$ cat config.mk
export PLATFORM = sky130hd
export DESIGN_NAME = nioc_channel
export DESIGN_NICKNAME = d
export VERILOG_FILES = /design/src/include/nioc_pkg.sv /design/src/include/nioc_buf_if.sv /design/src/core/nioc_word_buf.sv /design/src/core/nioc_channel.sv
export SDC_FILE = /design/constraint.sdc
export NUM_CORES = 1
export LEC_CHECK = 0
export BUFFER_PORTS_ARGS = -buffer_cell sky130_fd_sc_hd__buf_2
export CELL_PAD_IN_SITES_DETAIL_PLACEMENT = 2
export CELL_PAD_IN_SITES_GLOBAL_PLACEMENT = 2
export CORE_UTILIZATION = 25
export CTS_CLUSTER_DIAMETER = 120
export DETAILED_ROUTE_END_ITERATION = 10
export PLACE_DENSITY_LB_ADDON = 0.12
export SLEW_MARGIN = 25
export SYNTH_ARGS = -nofsm -noshare
export SYNTH_HDL_FRONTEND = slang
export SYNTH_SLANG_ARGS = --single-unit
$ cat constraint.sdc
create_clock -name mclk_i -period 3.95 [get_ports mclk_i]
set_input_delay 0.5925 -clock mclk_i [delete_from_list [all_inputs] [get_ports mclk_i]]
set_output_delay 0.5925 -clock mclk_i [all_outputs]
set_load 0.02 [all_outputs]
$ cat src/include/nioc_pkg.sv
// constants, timing counts and state type for the normal i/o channel
package nioc_pkg;

  // line widths
  localparam int IN_W   = 8;
  localparam int CODE_W = 12;
  localparam int FLD_W  = 6;

  // function code fields: unit in the upper half, function in the lower
  localparam int UNIT_LSB = 6;
  localparam int FUNC_LSB = 0;

  // instruction opcodes kept for reference only, not carried by the command port
  localparam logic [6:0] OP_SELECT = 7'h3d;
  localparam logic [6:0] OP_INPUT  = 7'h3a;

  // clock period and documented times in ns
  localparam int CLK_NS       = 20;
  localparam int SEL_SETUP_NS = 12000;
  localparam int IN_SETUP_NS  = 12000;
  localparam int OUT_SETUP_NS = 16000;
  localparam int FETCH_MAX_NS = 8000;

  // timer width and derived cycle counts
  localparam int TMR_W = 10;
  localparam logic [TMR_W-1:0] SEL_SETUP_CYC =
    TMR_W'((SEL_SETUP_NS + CLK_NS - 1) / CLK_NS);
  localparam logic [TMR_W-1:0] IN_SETUP_CYC =
    TMR_W'((IN_SETUP_NS + CLK_NS - 1) / CLK_NS);
  localparam logic [TMR_W-1:0] OUT_SETUP_CYC = TMR_W'(OUT_SETUP_NS / CLK_NS);
  localparam logic [TMR_W-1:0] FETCH_CYC     = TMR_W'(FETCH_MAX_NS / CLK_NS);
  localparam logic [TMR_W-1:0] TMR_ONE       = TMR_W'(1);

  // reset values of the cable outputs
  localparam logic [CODE_W-1:0] LINES_RST = 12'h000;

  // channel sequencer states
  typedef enum logic [3:0] {
    S_IDLE,
    S_SEL_HOLD,
    S_SEL_SETUP,
    S_SEL_WAIT,
    S_IN_SETUP,
    S_IN_REQ,
    S_IN_STORE,
    S_OUT_SETUP,
    S_OUT_LOAD,
    S_OUT_WAIT,
    S_OUT_FETCH
  } nioc_state_t;

endpackage

$ cat src/include/nioc_buf_if.sv
// word carrier between the channel sequencer and its input buffer
`timescale 1ns/10ps
`default_nettype none
interface nioc_buf_if;
  import nioc_pkg::*;

  logic            wr_valid;
  logic            wr_ready;
  logic [IN_W-1:0] wr_data;
  logic            rd_valid;
  logic            rd_ready;
  logic [IN_W-1:0] rd_data;

  // buffer side
  modport store (
    input  wr_valid, wr_data, rd_ready,
    output wr_ready, rd_valid, rd_data
  );

  // sequencer side
  modport user (
    output wr_valid, wr_data, rd_ready,
    input  wr_ready, rd_valid, rd_data
  );
endinterface
`default_nettype wire

$ cat src/core/nioc_word_buf.sv
// two-entry word buffer with valid and ready on both sides
`timescale 1ns/10ps
`default_nettype none
module nioc_word_buf
  import nioc_pkg::*;
(
  // clock and reset
  input  wire logic  mclk_i,
  input  wire logic  rstn_i,
  // buffer ports
  nioc_buf_if.store  bif
);

  logic [IN_W-1:0] mem [2];
  logic [1:0]      vld;
  logic            slot;
  logic            push;
  logic            pop;

  // entry 0 is the head, so the drain side sees flops only
  assign bif.wr_ready = !vld[1];
  assign bif.rd_valid = vld[0];
  assign bif.rd_data  = mem[0];
  assign push         = bif.wr_valid && bif.wr_ready;
  assign pop          = bif.rd_valid && bif.rd_ready;
  // a new word lands behind the head unless the buffer is empty or the head leaves now
  assign slot         = vld[0] && !pop;

  // storage by index, tail moves up when the head is taken
  always_ff @(posedge mclk_i) begin
    if (pop && vld[1]) begin
      mem[0] <= mem[1];
    end
    if (push) begin
      mem[slot] <= bif.wr_data;
    end
  end

  // occupancy flags, full only with both entries held
  always_ff @(posedge mclk_i) begin
    if (!rstn_i) begin
      vld <= 2'h0;
    end else if (pop) begin
      vld[0] <= vld[1] || push;
      vld[1] <= 1'b0;
    end else if (push) begin
      vld[slot] <= 1'b1;
    end
  end

endmodule
`default_nettype wire

$ cat src/core/nioc_channel.sv
// normal i/o channel sequencer: select, word input and word output
// Summary of operation
// - 8 input lines, 12 output lines
// - buffered-line unit selected only when idle
// - select drives code, function ready after 12us
// - output resume drops function ready
// - input setup 12us then input request
// - input ready with word drops request
// - store word, request again if more wanted
// - input ends by no request or disconnect
// - output setup 16us, word with information ready
// - output resume drops information ready
// - next word within 8us after resume clears; the channel waits the full 8us before asking for it
// - output ends by withholding information ready
// - code upper six unit, lower six function
// - disconnect drops request, transfer ends
// - resync every incoming control signal
`timescale 1ns/10ps
`default_nettype none
module nioc_channel
  import nioc_pkg::*;
(
  // clock and reset
  input  wire logic              mclk_i,
  input  wire logic              rstn_i,
  // command port from the processor
  input  wire logic              sel_start_i,
  input  wire logic [CODE_W-1:0] sel_code_i,
  input  wire logic              sel_buf_unit_i,
  input  wire logic              buf_busy_i,
  input  wire logic              in_start_i,
  input  wire logic              in_more_i,
  input  wire logic              out_start_i,
  input  wire logic              out_end_i,
  input  wire logic              clear_i,
  // output word stream from the processor
  input  wire logic              out_valid_i,
  input  wire logic [IN_W-1:0]   out_data_i,
  output logic                   out_ready_o,
  // input word stream to the processor
  output logic                   in_valid_o,
  output logic [IN_W-1:0]        in_data_o,
  input  wire logic              in_ready_i,
  // status to the processor
  output logic                   busy_o,
  output logic                   done_o,
  output logic                   disc_seen_o,
  // output cable
  output logic [CODE_W-1:0]      out_lines_o,
  output logic                   func_ready_o,
  output logic                   info_ready_o,
  output logic                   master_clear_o,
  input  wire logic              out_resume_i,
  // input cable
  input  wire logic [IN_W-1:0]   in_lines_i,
  input  wire logic              in_rdy_line_i,
  input  wire logic              disconnect_i,
  output logic                   in_request_o
);

  // sequencer state and its shared countdown
  nioc_state_t      state;
  logic [TMR_W-1:0] timer;
  logic             tmr_done;
  // selected unit sits on the buffered lines
  logic             sel_buf;
  // first and second resync stages, only the second is read
  logic [IN_W-1:0]  data_m;
  logic [IN_W-1:0]  data_s;
  logic             resume_m;
  logic             resume_s;
  logic             rdy_m;
  logic             rdy_s;
  logic             disc_m;
  logic             disc_s;

  nioc_buf_if bif ();

  // input word buffer, drained by the processor with back-pressure
  // a slow reader stalls the cable instead of losing a word
  nioc_word_buf u_buf (
    .mclk_i (mclk_i),
    .rstn_i (rstn_i),
    .bif    (bif)
  );

  // buffer drain side faces the processor directly
  assign in_valid_o   = bif.rd_valid;
  assign in_data_o    = bif.rd_data;
  assign bif.rd_ready = in_ready_i;

  // last count of the shared countdown
  assign tmr_done     = (timer == TMR_ONE);

  // two-stage resync of every cable input
  // unit strobes run on their own timing, so stage one is never read
  always_ff @(posedge mclk_i) begin
    if (!rstn_i) begin
      resume_m <= 1'b0;
      resume_s <= 1'b0;
      rdy_m    <= 1'b0;
      rdy_s    <= 1'b0;
      disc_m   <= 1'b0;
      disc_s   <= 1'b0;
      data_m   <= '0;
      data_s   <= '0;
    end else begin
      resume_m <= out_resume_i;
      resume_s <= resume_m;
      rdy_m    <= in_rdy_line_i;
      rdy_s    <= rdy_m;
      disc_m   <= disconnect_i;
      disc_s   <= disc_m;
      data_m   <= in_lines_i;
      data_s   <= data_m;
    end
  end

  // master clear line follows the processor clear request
  // units clear themselves while this line stands high
  always_ff @(posedge mclk_i) begin
    if (!rstn_i) begin
      master_clear_o <= 1'b0;
    end else begin
      master_clear_o <= clear_i;
    end
  end

  // channel sequencer, cable strobes and status
  always_ff @(posedge mclk_i) begin
    if (!rstn_i) begin
      state        <= S_IDLE;
      timer        <= '0;
      sel_buf      <= 1'b0;
      out_lines_o  <= LINES_RST;
      func_ready_o <= 1'b0;
      info_ready_o <= 1'b0;
      in_request_o <= 1'b0;
      out_ready_o  <= 1'b0;
      busy_o       <= 1'b0;
      done_o       <= 1'b0;
      disc_seen_o  <= 1'b0;
      bif.wr_valid <= 1'b0;
      bif.wr_data  <= '0;
    end else begin
      done_o       <= 1'b0;
      bif.wr_valid <= 1'b0;
      // one state per step of the select, input and output sequences
      case (state)
        // take one command, select before input before output
        S_IDLE: begin
          if (sel_start_i) begin
            out_lines_o <= sel_code_i;
            sel_buf     <= sel_buf_unit_i;
            busy_o      <= 1'b1;
            state       <= S_SEL_HOLD;
          end else if (in_start_i) begin
            timer       <= IN_SETUP_CYC;
            busy_o      <= 1'b1;
            disc_seen_o <= 1'b0;
            state       <= S_IN_SETUP;
          end else if (out_start_i) begin
            timer       <= OUT_SETUP_CYC;
            busy_o      <= 1'b1;
            state       <= S_OUT_SETUP;
          end
        end

        // buffered-line unit waits for the buffer channel to go quiet
        S_SEL_HOLD: begin
          if (!(sel_buf && buf_busy_i) && !resume_s) begin
            timer <= SEL_SETUP_CYC;
            state <= S_SEL_SETUP;
          end
        end

        // count out the code setup, then raise function ready
        S_SEL_SETUP: begin
          if (tmr_done) begin
            func_ready_o <= 1'b1;
            state        <= S_SEL_WAIT;
          end else begin
            timer <= timer - TMR_ONE;
          end
        end

        // code held on the lines until the unit answers
        S_SEL_WAIT: begin
          if (resume_s) begin
            func_ready_o <= 1'b0;
            busy_o       <= 1'b0;
            done_o       <= 1'b1;
            state        <= S_IDLE;
          end
        end

        // no request while a previous ready is still up or buffer full
        S_IN_SETUP: begin
          if (tmr_done) begin
            if (!rdy_s && bif.wr_ready) begin
              in_request_o <= 1'b1;
              state        <= S_IN_REQ;
            end
          end else begin
            timer <= timer - TMR_ONE;
          end
        end

        // ready wins over disconnect when both arrive together
        S_IN_REQ: begin
          if (rdy_s) begin
            bif.wr_valid <= 1'b1;
            bif.wr_data  <= data_s;
            in_request_o <= 1'b0;
            state        <= S_IN_STORE;
          end else if (disc_s) begin
            in_request_o <= 1'b0;
            disc_seen_o  <= 1'b1;
            busy_o       <= 1'b0;
            done_o       <= 1'b1;
            state        <= S_IDLE;
          end
        end

        // stop at once when no more is wanted, else wait for the unit to drop ready and ask again
        S_IN_STORE: begin
          if (!in_more_i) begin
            busy_o <= 1'b0;
            done_o <= 1'b1;
            state  <= S_IDLE;
          end else if (!rdy_s && !bif.wr_valid && bif.wr_ready) begin
            in_request_o <= 1'b1;
            state        <= S_IN_REQ;
          end
        end

        // output setup count, then ask the processor for a word
        S_OUT_SETUP: begin
          if (tmr_done) begin
            out_ready_o <= 1'b1;
            state       <= S_OUT_LOAD;
          end else begin
            timer <= timer - TMR_ONE;
          end
        end

        // take one word, or finish without raising information ready
        S_OUT_LOAD: begin
          if (out_valid_i) begin
            out_lines_o  <= {{(CODE_W-IN_W){1'b0}}, out_data_i};
            info_ready_o <= 1'b1;
            out_ready_o  <= 1'b0;
            state        <= S_OUT_WAIT;
          end else if (out_end_i) begin
            out_ready_o <= 1'b0;
            busy_o      <= 1'b0;
            done_o      <= 1'b1;
            state       <= S_IDLE;
          end
        end

        // word held on the lines until the unit answers
        S_OUT_WAIT: begin
          if (resume_s) begin
            info_ready_o <= 1'b0;
            timer        <= FETCH_CYC;
            state        <= S_OUT_FETCH;
          end
        end

        // fetch gap counts only once the unit has let go of resume
        S_OUT_FETCH: begin
          if (!resume_s) begin
            if (tmr_done) begin
              out_ready_o <= 1'b1;
              state       <= S_OUT_LOAD;
            end else begin
              timer <= timer - TMR_ONE;
            end
          end
        end

        // unused encodings fall back to idle
        default: begin
          state <= S_IDLE;
        end
      endcase
    end
  end

  // the cable lines are loaded only in idle or in the load state,
  // where function ready and information ready are both low,
  // so a unit never sees the lines move under a ready flag

endmodule
`default_nettype wire

==> results of run 1 <==
cell usage in the layout, fill, tap and decap left out, types with 8 or more instances in the layout:
master,instances
and2_1,25
o21ai_0,16
a21oi_1,27
edfxtp_1,16
mux2i_1,15
nor2_1,31
buf_2,71
clkbuf_16,9
inv_1,8
buf_4,9
nand2_1,36
a211oi_1,12
mux2_2,8
dfxtp_1,68
worst max-delay path, stage by stage, from the launching register on:
cell	delay [ns]
dfxtp_1	0.87
nand4bb_1	0.37
o32a_1	0.26
nand4_1	0.09
buf_4	0.19
or4_1	0.48
o22ai_1	0.15
per-layer routing:
layer,track usage [%],vias up,wire length (µm)
met5,0,-,0
met4,5.949,0,194
met3,3.571,13,510
met2,22.71,77,4671
met1,21.19,1486,5571
li1,-,1517,-
state kept, by name, summed over array words and instances (netlist names), 2 cells and up:
name,flops
state,4
u_buf.mem,16
u_buf.vld,2
timer,10
data_m,8
bif.wr_data,8
data_s,8
out_lines_o,12
worst max-delay path by stage:
stage	depth (start not counted)	endpoint	slack, ns	start
floorplan	7	state[0]$_SDFFE_PN0P_	2.09	timer[1]$_SDFFE_PN0P_
global placement	6	timer[2]$_SDFFE_PN0P_	1.48	state[2]$_SDFFE_PN0P_
detailed placement	6	timer[2]$_SDFFE_PN0P_	1.45	state[2]$_SDFFE_PN0P_
CTS	6	timer[2]$_SDFFE_PN0P_	1.42	state[2]$_SDFFE_PN0P_
global route	6	timer[2]$_SDFFE_PN0P_	1.23	state[2]$_SDFFE_PN0P_
finish	6	timer[2]$_SDFFE_PN0P_	1.47	state[2]$_SDFFE_PN0P_
stage by stage:
step / utilization, % / instance area [µm²] / total power, mW / hold WS, ns
2_1_floorplan: - / 3702 / 1.771 / 0.4119
3_3_place_gp: 29.31 / 4244 / 2.024 / 0.4185
3_5_place_dp: 29.35 / 4249 / 2.054 / 0.4233
4_1_cts: 31.27 / 4527 / 2.874 / 0.4354
5_1_grt: 31.27 / 4527 / 3.020 / 0.4496
6_report: 31.27 / 4527 / 2.831 / 0.4349
synthesized netlist by cell type (all sizes together), types with 2 or more instances:
master	number
nand3	4
nor3b	4
and2	25
nand2b	7
a211oi	12
ha	2
nor3	7
or3	3
nor4	6
mux2i	15
o31ai	4
inv	8
o22ai	3
mux2	8
a21oi	27
or4	6
o211ai	2
buf	11
o21a	6
nor2	31
dfxtp	68
a31oi	2
nand2	36
a22oi	6
nor2b	3
o21ai	17
and3	2
xor2	5
edfxtp	16
a311oi	3
clkbuf	16
o311ai	2
power by group:
part           leakage [nW]  switching (mW)  internal, mW
clock network         0.136           0.359         0.446
logic                 0.948           0.524         0.383
registers             0.702           0.143         0.976
final cells by class:
cell class | count | area share (%)
flip-flops and latches | 84 | 40.69
well taps | 184 | 5.086
clock buffers | 11 | 5.362
inverters | 8 | 0.6634
clock inverters | 5 | 0.7739
repair buffers | 80 | 9.342
multi-input cells | 268 | 38.09
kinds of logic after synthesis:
kind of cell	Yosys count	share of synthesized area, %
compound gates	96	17.07
buf+inv	35	3.988
mux	23	6.489
flops	84	49.75
simple gates	142	20.85
xor+xnor	5	1.183
fa+ha+maj	2	0.6758
==> metrics.md, run 1 <==
| Metric | Value |
|---|---|
| Setup TNS Final | 0 ns |
| Post-synthesis sequential area ratio | 49.75% |
| Peak supply drop | 0.0002009 V |
| Number of distinct library cells after synthesis | 59 |
| Resize count post-CTS | 0 |
| CTS tree | done |
| Clk_skew | 0.005219 ns |
| Flops & latches, synth | 84 |
| Ranking of synthesized cells by area | dfxtp_1 37%, edfxtp_1 13%, and2_1 4.2%, mux2i_1 4.1%, a21oi_1 3.6% |
| Arr. time, crit path | 2.76 ns |
| CTS sink count | 84 |
| Crit Path Category | flop to flop |
| Iter 0 DRT Violations | 153 |
| RSZ-0062 raised after global routing | no |
| Share of cells above drive strength 1 | 24.78% |
| Hold wc startpoint | data_m[2]$_SDFF_PN0_ |
| Register area | 0.001842 mm² |
| Filler instances | 1647 |
| R2R Setup Slk | 1.47 ns |
| Syn Nets | 432 |
| Drt via density | 4.833 |
| CTS Root Cell | clkbuf_16 |
| Initial Utilization | 25.57% |
| WHS Endpoint | data_s[2]$_SDFF_PN0_ |
| Placed Instances | 624 |
| Reg2Reg Capture Point | timer[2]$_SDFFE_PN0P_ |
| Worst-Skew Late Latency | 0.34 ns |
| F_max | 402.4 MHz |
| Mapped cell area | 0.003702 mm² |
| Nets | 496 |
| Largest net degree at the start of global routing | 46 |
| Multi-input logic area | 0.001724 mm² |
| H-Tree Depth | 3 |
| Gr ovfl total | 0 |
| Core box area | 0.01448 mm² |
| Tcrit/Tclk final | 62.91% |
| Synth area leader | dfxtp_1 |
| GPL Wtd Cong | 0.7761 |
| Initial antenna violation count | 0 |
| Synth top area share | 36.77% |
| Avg WL per Cell | 17.11 µm |
| HP Class | flop to flop |
| Async SR Flop Fraction | 0% |
| Yosys warning count | 0 |
| Final Max Slew Viols | 0 |
| Synth Instances | 387 |
| Crit-path max FO | 24 |
| Cell area power density | 625.4 mW/mm² |
| Antenna Nets Post-Route | 0 |
| Slew of the pin with the lowest slew margin | 0.9043 ns |
| Critical R2R Launch | state[2]$_SDFFE_PN0P_ |
| Dpl hpwl | 7964 µm |
| Pre-antenna DRT Iters | 4 |
| Layout area overhead | 22.27% |
| Setup violations, final | 0 |
| Vias in the first global route | 3209 |
| Place WS | 1.445 ns |
| Crit. End Element | flop |
| Ports | 72 |
| IO Port Bufs | 71 |
| Final Hold Fails | 0 |
| Post-route DRC | 0 |
| Clock buffer depth | 2 |
| Diode count | 0 |
| Vias | 3093 |
| Final Non-Filler Cells | 640 |
| Leak Pwr | 1.786 nW |
| Most used DFF post-synth | dfxtp_1 |
| CP Data Required Time | 4.22 ns |
| WL final | 10950 µm |
| Post-CTS setup buffers | 0 |
| Die width | 123.7 µm |
| Final worst slack | 1.465 ns |
| Reg2reg path depth | 6 |
| Placement Rows | 44 |
| CTS Buf Count | 9 |
| Post-synth EDFFs | 16 |
| MaxCap Viol Count | 0 |
| First-pass GRT wire length | 17370 µm |
| CTS clock-pin slew for the worst setup and hold paths | 0.07 ns |
| Post-layout minimum cycle time | 2.485 ns |
| Syn avg cell area | 9.567 µm² |
| Die area | 0.01530 mm² |
| Total track usage | 15.26% |
| DIE HEIGHT | 123.7 µm |
| Status | finished, final reports clean |
| # hold bufs at CTS | 0 |
| Crit path launch type | flop |
| WHS Path Cells | 1 |
| Slew headroom | 39.63% |
No activity file was read; power rests on OpenSTA's default activity.
==> inputs of run 2 (changes only) <==
- ABC_AREA: unset -> 1
- clock period: 3.95 -> 2.5 ns (I/O delays scaled with it)
==> run 2 against run 1 <==
  * Maximum frequency rose by 25%
  * Clock skew fell by 0.00053 ns
  * Core utilization rose by 0.71 points
  * Global-route usage rose by 1.2 points
  * Setup slack got worse by 0.95 ns
  * Clock-buffer cell count fell by 2
  * Routed wire length rose by 3.2%
  * Worst hold slack got worse by 0.22 ns
  * Design area fell by 0.44%
  * First-iteration DRC count fell by 14%
  * Total power rose by 65%
  * Largest power group is now combinational cells
  * Highest routed layer unchanged
==> metrics.md, run 2 <==
| Metric | Value |
|---|---|
| Status | finished, final reports clean |
| Antenna Nets Post-Route | 0 |
| Filler instances | 1707 |
| Number of distinct library cells after synthesis | 24 |
| IO Port Bufs | 71 |
| Placement Rows | 43 |
| Layout area overhead | 22.89% |
| Most numerous cell in the Yosys netlist | nand2_1 |
| Async SR Flop Fraction | 0% |
| Final Max Slew Viols | 0 |
| GR Util met1 | 19.67% |
| Synth area leader | dfxtp_1 |
| CTS Buf Count | 9 |
| Syn avg cell area | 7.205 µm² |
| Biggest register | u_buf.mem |
| WL final | 11290 µm |
| Post-route DRC | 0 |
| GR peak layer | met2 |
| Ranking of synthesized cells by area | dfxtp_1 37%, nand2_1 14%, edfxtp_1 13%, inv_1 7.7%, nor2_1 7.0% |
| Tcrit/Tclk final | 79.52% |
| Die area | 0.01516 mm² |
| Resize count post-CTS | 0 |
| Diode count | 0 |
| Flops & latches, synth | 84 |
| Largest regs | u_buf.mem: 16 flops, out_lines_o: 12 flops, timer: 10 flops |
| Final Hold Fails | 0 |
| Pre-antenna DRT Iters | 4 |
| First-pass GRT wire length | 18680 µm |
| Most used DFF post-synth | dfxtp_1 |
| HP Class | input pin to flop |
| Max reg flops | 16 |
| Arr. time, crit path | 2.23 ns |
| Vias in the first global route | 3680 |
| Iter 0 DRT Violations | 132 |
| Post-CTS setup buffers | 0 |
| Commonest non-fill, non-tap cells in the layout | 136 x nand2_1, 75 x inv_1, 71 x buf_2, 68 x nor2_1, 68 x dfxtp_1 |
| Synth top cells by count | 136 x nand2_1, 75 x inv_1, 68 x dfxtp_1, 68 x nor2_1, 43 x nand3_1 |
| Total track usage | 16.43% |
| Gr ovfl total | 0 |
| MaxCap Viol Count | 0 |
| DIE HEIGHT | 123.1 µm |
| Post-synth EDFFs | 16 |
| Clock buffer depth | 2 |
| CTS Root Cell | clkbuf_16 |
| Die width | 123.1 µm |
| H-Tree Depth | 3 |
| Syn Nets | 554 |
| Share of cells above drive strength 1 | 16.84% |
| Post-synthesis sequential area ratio | 50.22% |
| Setup TNS Final | 0 ns |
| Core box area | 0.01410 mm² |
| CTS sink count | 84 |
| F_max | 503.0 MHz |
| Peak supply drop | 0.0003579 V |
| Crit-path max FO | 20 |
| CTS clock-pin slew for the worst setup and hold paths | 0.06 ns |
| Most common cell after layout, fill and taps aside | nand2_1 |
| Mapped cell area | 0.003667 mm² |
| CP Data Required Time | 2.74 ns |
| Vias | 3499 |
| Ports | 72 |
| Largest net degree at the start of global routing | 45 |
| GPL Wtd Cong | 0.8004 |
| Met2 usage | 27.84% |
| Setup violations, final | 0 |
| Drt via density | 4.556 |
| Post-layout minimum cycle time | 1.988 ns |
| Crit path launch type | flop |
| # hold bufs at CTS | 0 |
| Crit. End Element | flop |
| Total power | 4.685 mW |
| CTS tree | done |
| Initial Utilization | 26.02% |
| Avg WL per Cell | 14.70 µm |
| Leak Pwr | 2.264 nW |
| Slew headroom | 56.37% |
| Cell area power density | 1040 mW/mm² |
| Worst-Skew Late Latency | 0.34 ns |
| Clk_skew | 0.004689 ns |
| Nets | 628 |
| Slew of the pin with the lowest slew margin | 0.6520 ns |
| Synth Instances | 509 |
| Dpl hpwl | 8847 µm |
| Synth top area share | 37.12% |
| Met3 capacity usage during global routing | 4.013% |
| Yosys warning count | 0 |
| Crit Path Category | flop to flop |
| RSZ-0062 raised after global routing | no |
| Initial antenna violation count | 0 |
==> run 2: cell count changes after synthesis, moves of 8 or more <==
cell | before | now
mux2i_1 | 15 | 0
and2_1 | 25 | 0
clkbuf_1 | 16 | 6
mux2_2 | 8 | 0
o21ai_0 | 16 | 36
inv_1 | 8 | 75
nand2_1 | 36 | 136
nor2_1 | 31 | 68
nand3_1 | 4 | 43
a211oi_1 | 12 | 0
==> run 2: final timing paths <==
path	from	endpoint	slack, ns	depth (start not counted)
setup / recovery	state[0]$_SDFFE_PN0P_	timer[8]$_SDFFE_PN0P_	0.51	9
hold / removal	in_lines_i[2]	data_m[2]$_SDFF_PN0_	0.21	3
setup reg to reg	state[0]$_SDFFE_PN0P_	timer[8]$_SDFFE_PN0P_	0.51	9
hold reg to reg	data_m[1]$_SDFF_PN0_	data_s[1]$_SDFF_PN0_	0.42	2
==> run 2: worst max-delay path, stage by stage, from the launching register on <==
cell,delay [ns]
dfxtp_1,0.38
nor2_2,0.36
nand2_1,0.20
nand3_2,0.30
nand2_1,0.09
nand3_1,0.09
buf_4,0.23
nand2_1,0.09
nand2_1,0.09
nor2_1,0.05
==> run 2: metal layers <==
layer  share of wire [%]  vias to the layer above
li1                    -                     1752
met1                  45                     1658
met2                  48                       72
met3                 4.7                       17
met4                 2.3                        0
met5                   0                        -
==> run 2: cell families (layout without fill, tap and decap cells) <==
family | count (synthesis) | count (layout) | share of synthesized area [%]
flip-flops | 84 | 84 | 50.22
AND/OR/NAND/NOR | 261 | 261 | 29.34
AO/OA/AOI/OAI | 70 | 70 | 9.928
adder cells (fa/ha/maj) | 2 | 2 | 0.6823
buffers and inverters | 92 | 171 | 9.826
==> run 2: final cells by class <==
cell class / instances / area (µm²) / share of cell area, %
clock buffer: 9 / 225.2 / 4.997
clock inverter: 7 / 52.55 / 1.166
inverter: 77 / 289.0 / 6.413
multi-input combinational: 333 / 1465 / 32.51
sequential: 84 / 1842 / 40.87
tap: 180 / 225.2 / 4.997
timing repair buffer: 78 / 407.9 / 9.051
==> run 2: stage by stage <==
step	worst slack [ns]	std cells	util (%)	hold WS [ns]	instance area, µm²
3_3_place_gp	0.5496	752	30.00	0.3966	4229
4_1_cts	0.4771	768	31.97	0.2005	4507
3_5_place_dp	0.4974	752	30.00	0.4111	4229
2_1_floorplan	0.8697	509	-	0.3905	3667
5_1_grt	0.2723	768	31.97	0.2117	4507
6_report	0.5119	768	31.97	0.2140	4507
==> run 2: power breakdown <==
part / internal (mW) / switching, mW
clock: 0.678 / 0.579
combinational: 0.548 / 1.20
sequential: 1.56 / 0.122
==> inputs of run 3 (changes only) <==
- clock period: 2.5 -> 1.9 ns (I/O delays scaled with it)
==> run 3 against run 2 <==
  * Design area increased by 2.6%
  * Die area unchanged
  * Maximum frequency increased by 12%
  * Via count decreased by 0.49%
  * Clock power increased by 39%
  * Sequential share of layout area decreased by 0.95 points
  * Clock skew increased by 0.0026 ns
  * Routed wire length increased by 0.97%
  * Combinational power increased by 45%
  * Total power increased by 39%
  * Worst hold slack got worse by 0.096 ns
  * Core utilization increased by 0.83 points
==> metrics.md, run 3 (synthesis gave the netlist of run 2 again) <==
| Metric | Value |
|---|---|
| Internal power | 3.942 mW |
| Crit-path max FO | 20 |
| Crit. End Element | flop |
| Diode count | 0 |
| Clock buffer depth | 2 |
| Drt via density | 4.493 |
| IO Port Bufs | 71 |
| Final Hold Fails | 0 |
| Crit Path Category | flop to flop |
| GPL Wtd Cong | 0.7977 |
| Initial Utilization | 26.02% |
| Largest net degree at the start of global routing | 47 |
| First-pass GRT wire length | 18640 µm |
| Slew of the pin with the lowest slew margin | 0.4564 ns |
| Arr. time, crit path | 2.02 ns |
| Die area | 0.01516 mm² |
| Tcrit/Tclk final | 93.84% |
| Max reg flops | 16 |
| Iter 0 DRT Violations | 129 |
| CTS sink count | 84 |
| Status | finished, final reports clean |
| Commonest non-fill, non-tap cells in the layout | 134 x nand2_1, 75 x inv_1, 71 x buf_2, 65 x dfxtp_1, 64 x nor2_1 |
| CP Data Required Time | 2.14 ns |
| Placement Rows | 43 |
| Sequential Power Share | 34.2% |
| Post-route DRC | 0 |
| H-Tree Depth | 3 |
| Dpl hpwl | 8837 µm |
| HP Class | input pin to flop |
| Post-layout minimum cycle time | 1.783 ns |
| Ports | 72 |
| Pre-antenna DRT Iters | 4 |
| Reg2reg path depth | 10 |
| Clk_skew | 0.007265 ns |
| Die width | 123.1 µm |
| Slew headroom | 69.54% |
| Biggest register | u_buf.mem |
| Final worst slack | 0.1170 ns |
| Total track usage | 16.32% |
| Final Non-Filler Cells | 775 |
| WHS Path Cells | 3 |
| Antenna Nets Post-Route | 0 |
| Largest regs | u_buf.mem: 16 flops, out_lines_o: 12 flops, timer: 10 flops |
| Final Max Slew Viols | 0 |
| Worst-Skew Late Latency | 0.35 ns |
| Gr ovfl total | 0 |
| CTS Root Cell | clkbuf_16 |
| CTS tree | done |
| CTS Buf Count | 9 |
| Vias in the first global route | 3713 |
| Place WS | 0.09136 ns |
| Layout area overhead | 26.07% |
| Peak supply drop | 0.0003837 V |
| Most common cell after layout, fill and taps aside | nand2_1 |
| Placed Instances | 756 |
| Share of cells above drive strength 1 | 19.16% |
| Comb power frac | 38.9% |
| Setup violations, final | 0 |
| Sw Ratio | 39.57% |
| WL final | 11400 µm |
| CTS clock-pin slew for the worst setup and hold paths | 0.06 ns |
| # hold bufs at CTS | 0 |
| Filler instances | 1700 |
| F_max | 560.9 MHz |
| Cell area power density | 1411 mW/mm² |
| Crit path launch type | flop |
| Nets | 635 |
| Switching power | 2.580 mW |
| Avg WL per Cell | 14.71 µm |
| Clk network pwr share | 26.9% |
| Core box area | 0.01410 mm² |
| Vias | 3482 |
| DIE HEIGHT | 123.1 µm |
| Leak Pwr | 2.323 nW |
| MaxCap Viol Count | 0 |
| Initial antenna violation count | 0 |
[run 3: cell types whose count changed in the layout (fill, tap and decap cells not counted), sizes merged]
cell	before	now
buf	78	85
clkbuf	9	11
clkinv	5	3
bufinv	0	1
clkinvlp	2	1
[run 3: repair_timing]
item,in CTS,in global routing
buffers inserted,0,3
resized for setup,0,10
hold endpoints to repair,0,0
setup endpoints to repair,0,24
[run 3: worst max-delay path: stages (launching register included)]
cell,delay (ns)
dfxtp_1,0.50
inv_1,0.10
nand2_1,0.14
nor2_1,0.09
nand2_1,0.09
nand2_1,0.06
nor2_1,0.13
nand3_1,0.13
buf_12,0.18
nor2_1,0.17
nor2_1,0.07
[run 3: path summary, 6_finish.rpt]
| check | start | to | slack, ns |
|---|---|---|---|
| min | out_resume_i | resume_m$_SDFF_PN0_ | 0.12 |
| min reg2reg | data_m[1]$_SDFF_PN0_ | data_s[1]$_SDFF_PN0_ | 0.42 |
| max reg2reg | state[3]$_SDFFE_PN0P_ | timer[3]$_SDFFE_PN0P_ | 0.12 |
| max | state[3]$_SDFFE_PN0P_ | timer[3]$_SDFFE_PN0P_ | 0.12 |
[run 3: stage by stage]
stage	TNS (ns)	power [mW]	utilization (%)	hold slack (ns)	cell area, µm²
6_report	0	6.522	32.80	0.1175	4623
5_1_grt	-0.01064	7.067	32.80	0.1152	4623
4_1_cts	0	6.584	32.47	0.1045	4577
3_5_place_dp	0	4.766	30.39	0.4078	4284
3_3_place_gp	0	4.635	30.39	0.3970	4284
2_1_floorplan	0	3.897	-	0.3791	3667
[run 3: power by group through the flow]
stage	registers, mW	logic [mW]	clock network (mW)
2_1_floorplan	2.33	1.56	0
6_report	2.23	2.54	1.75
3_3_place_gp	2.24	2.40	0
5_1_grt	2.26	2.91	1.90
3_5_place_dp	2.25	2.52	0
4_1_cts	2.22	2.54	1.83
[run 3: routing by layer]
metal	vias to the layer above	track usage (%)	part of all wire, %
met5	-	0	0
met4	0	4.970	1.1
met3	11	4.797	4.9
met2	64	28.30	48
met1	1644	19.37	46
li1	1763	-	-
[run 3: layout make-up]
class	count	area, µm²	area share [%]
flip-flops and latches	84	1846	39.92
multi-input cells	333	1485	32.12
repair buffers	85	485.5	10.50
inverters	77	289.0	6.252
clock buffers	11	232.7	5.034
well taps	180	225.2	4.871
clock inverters	5	60.06	1.299
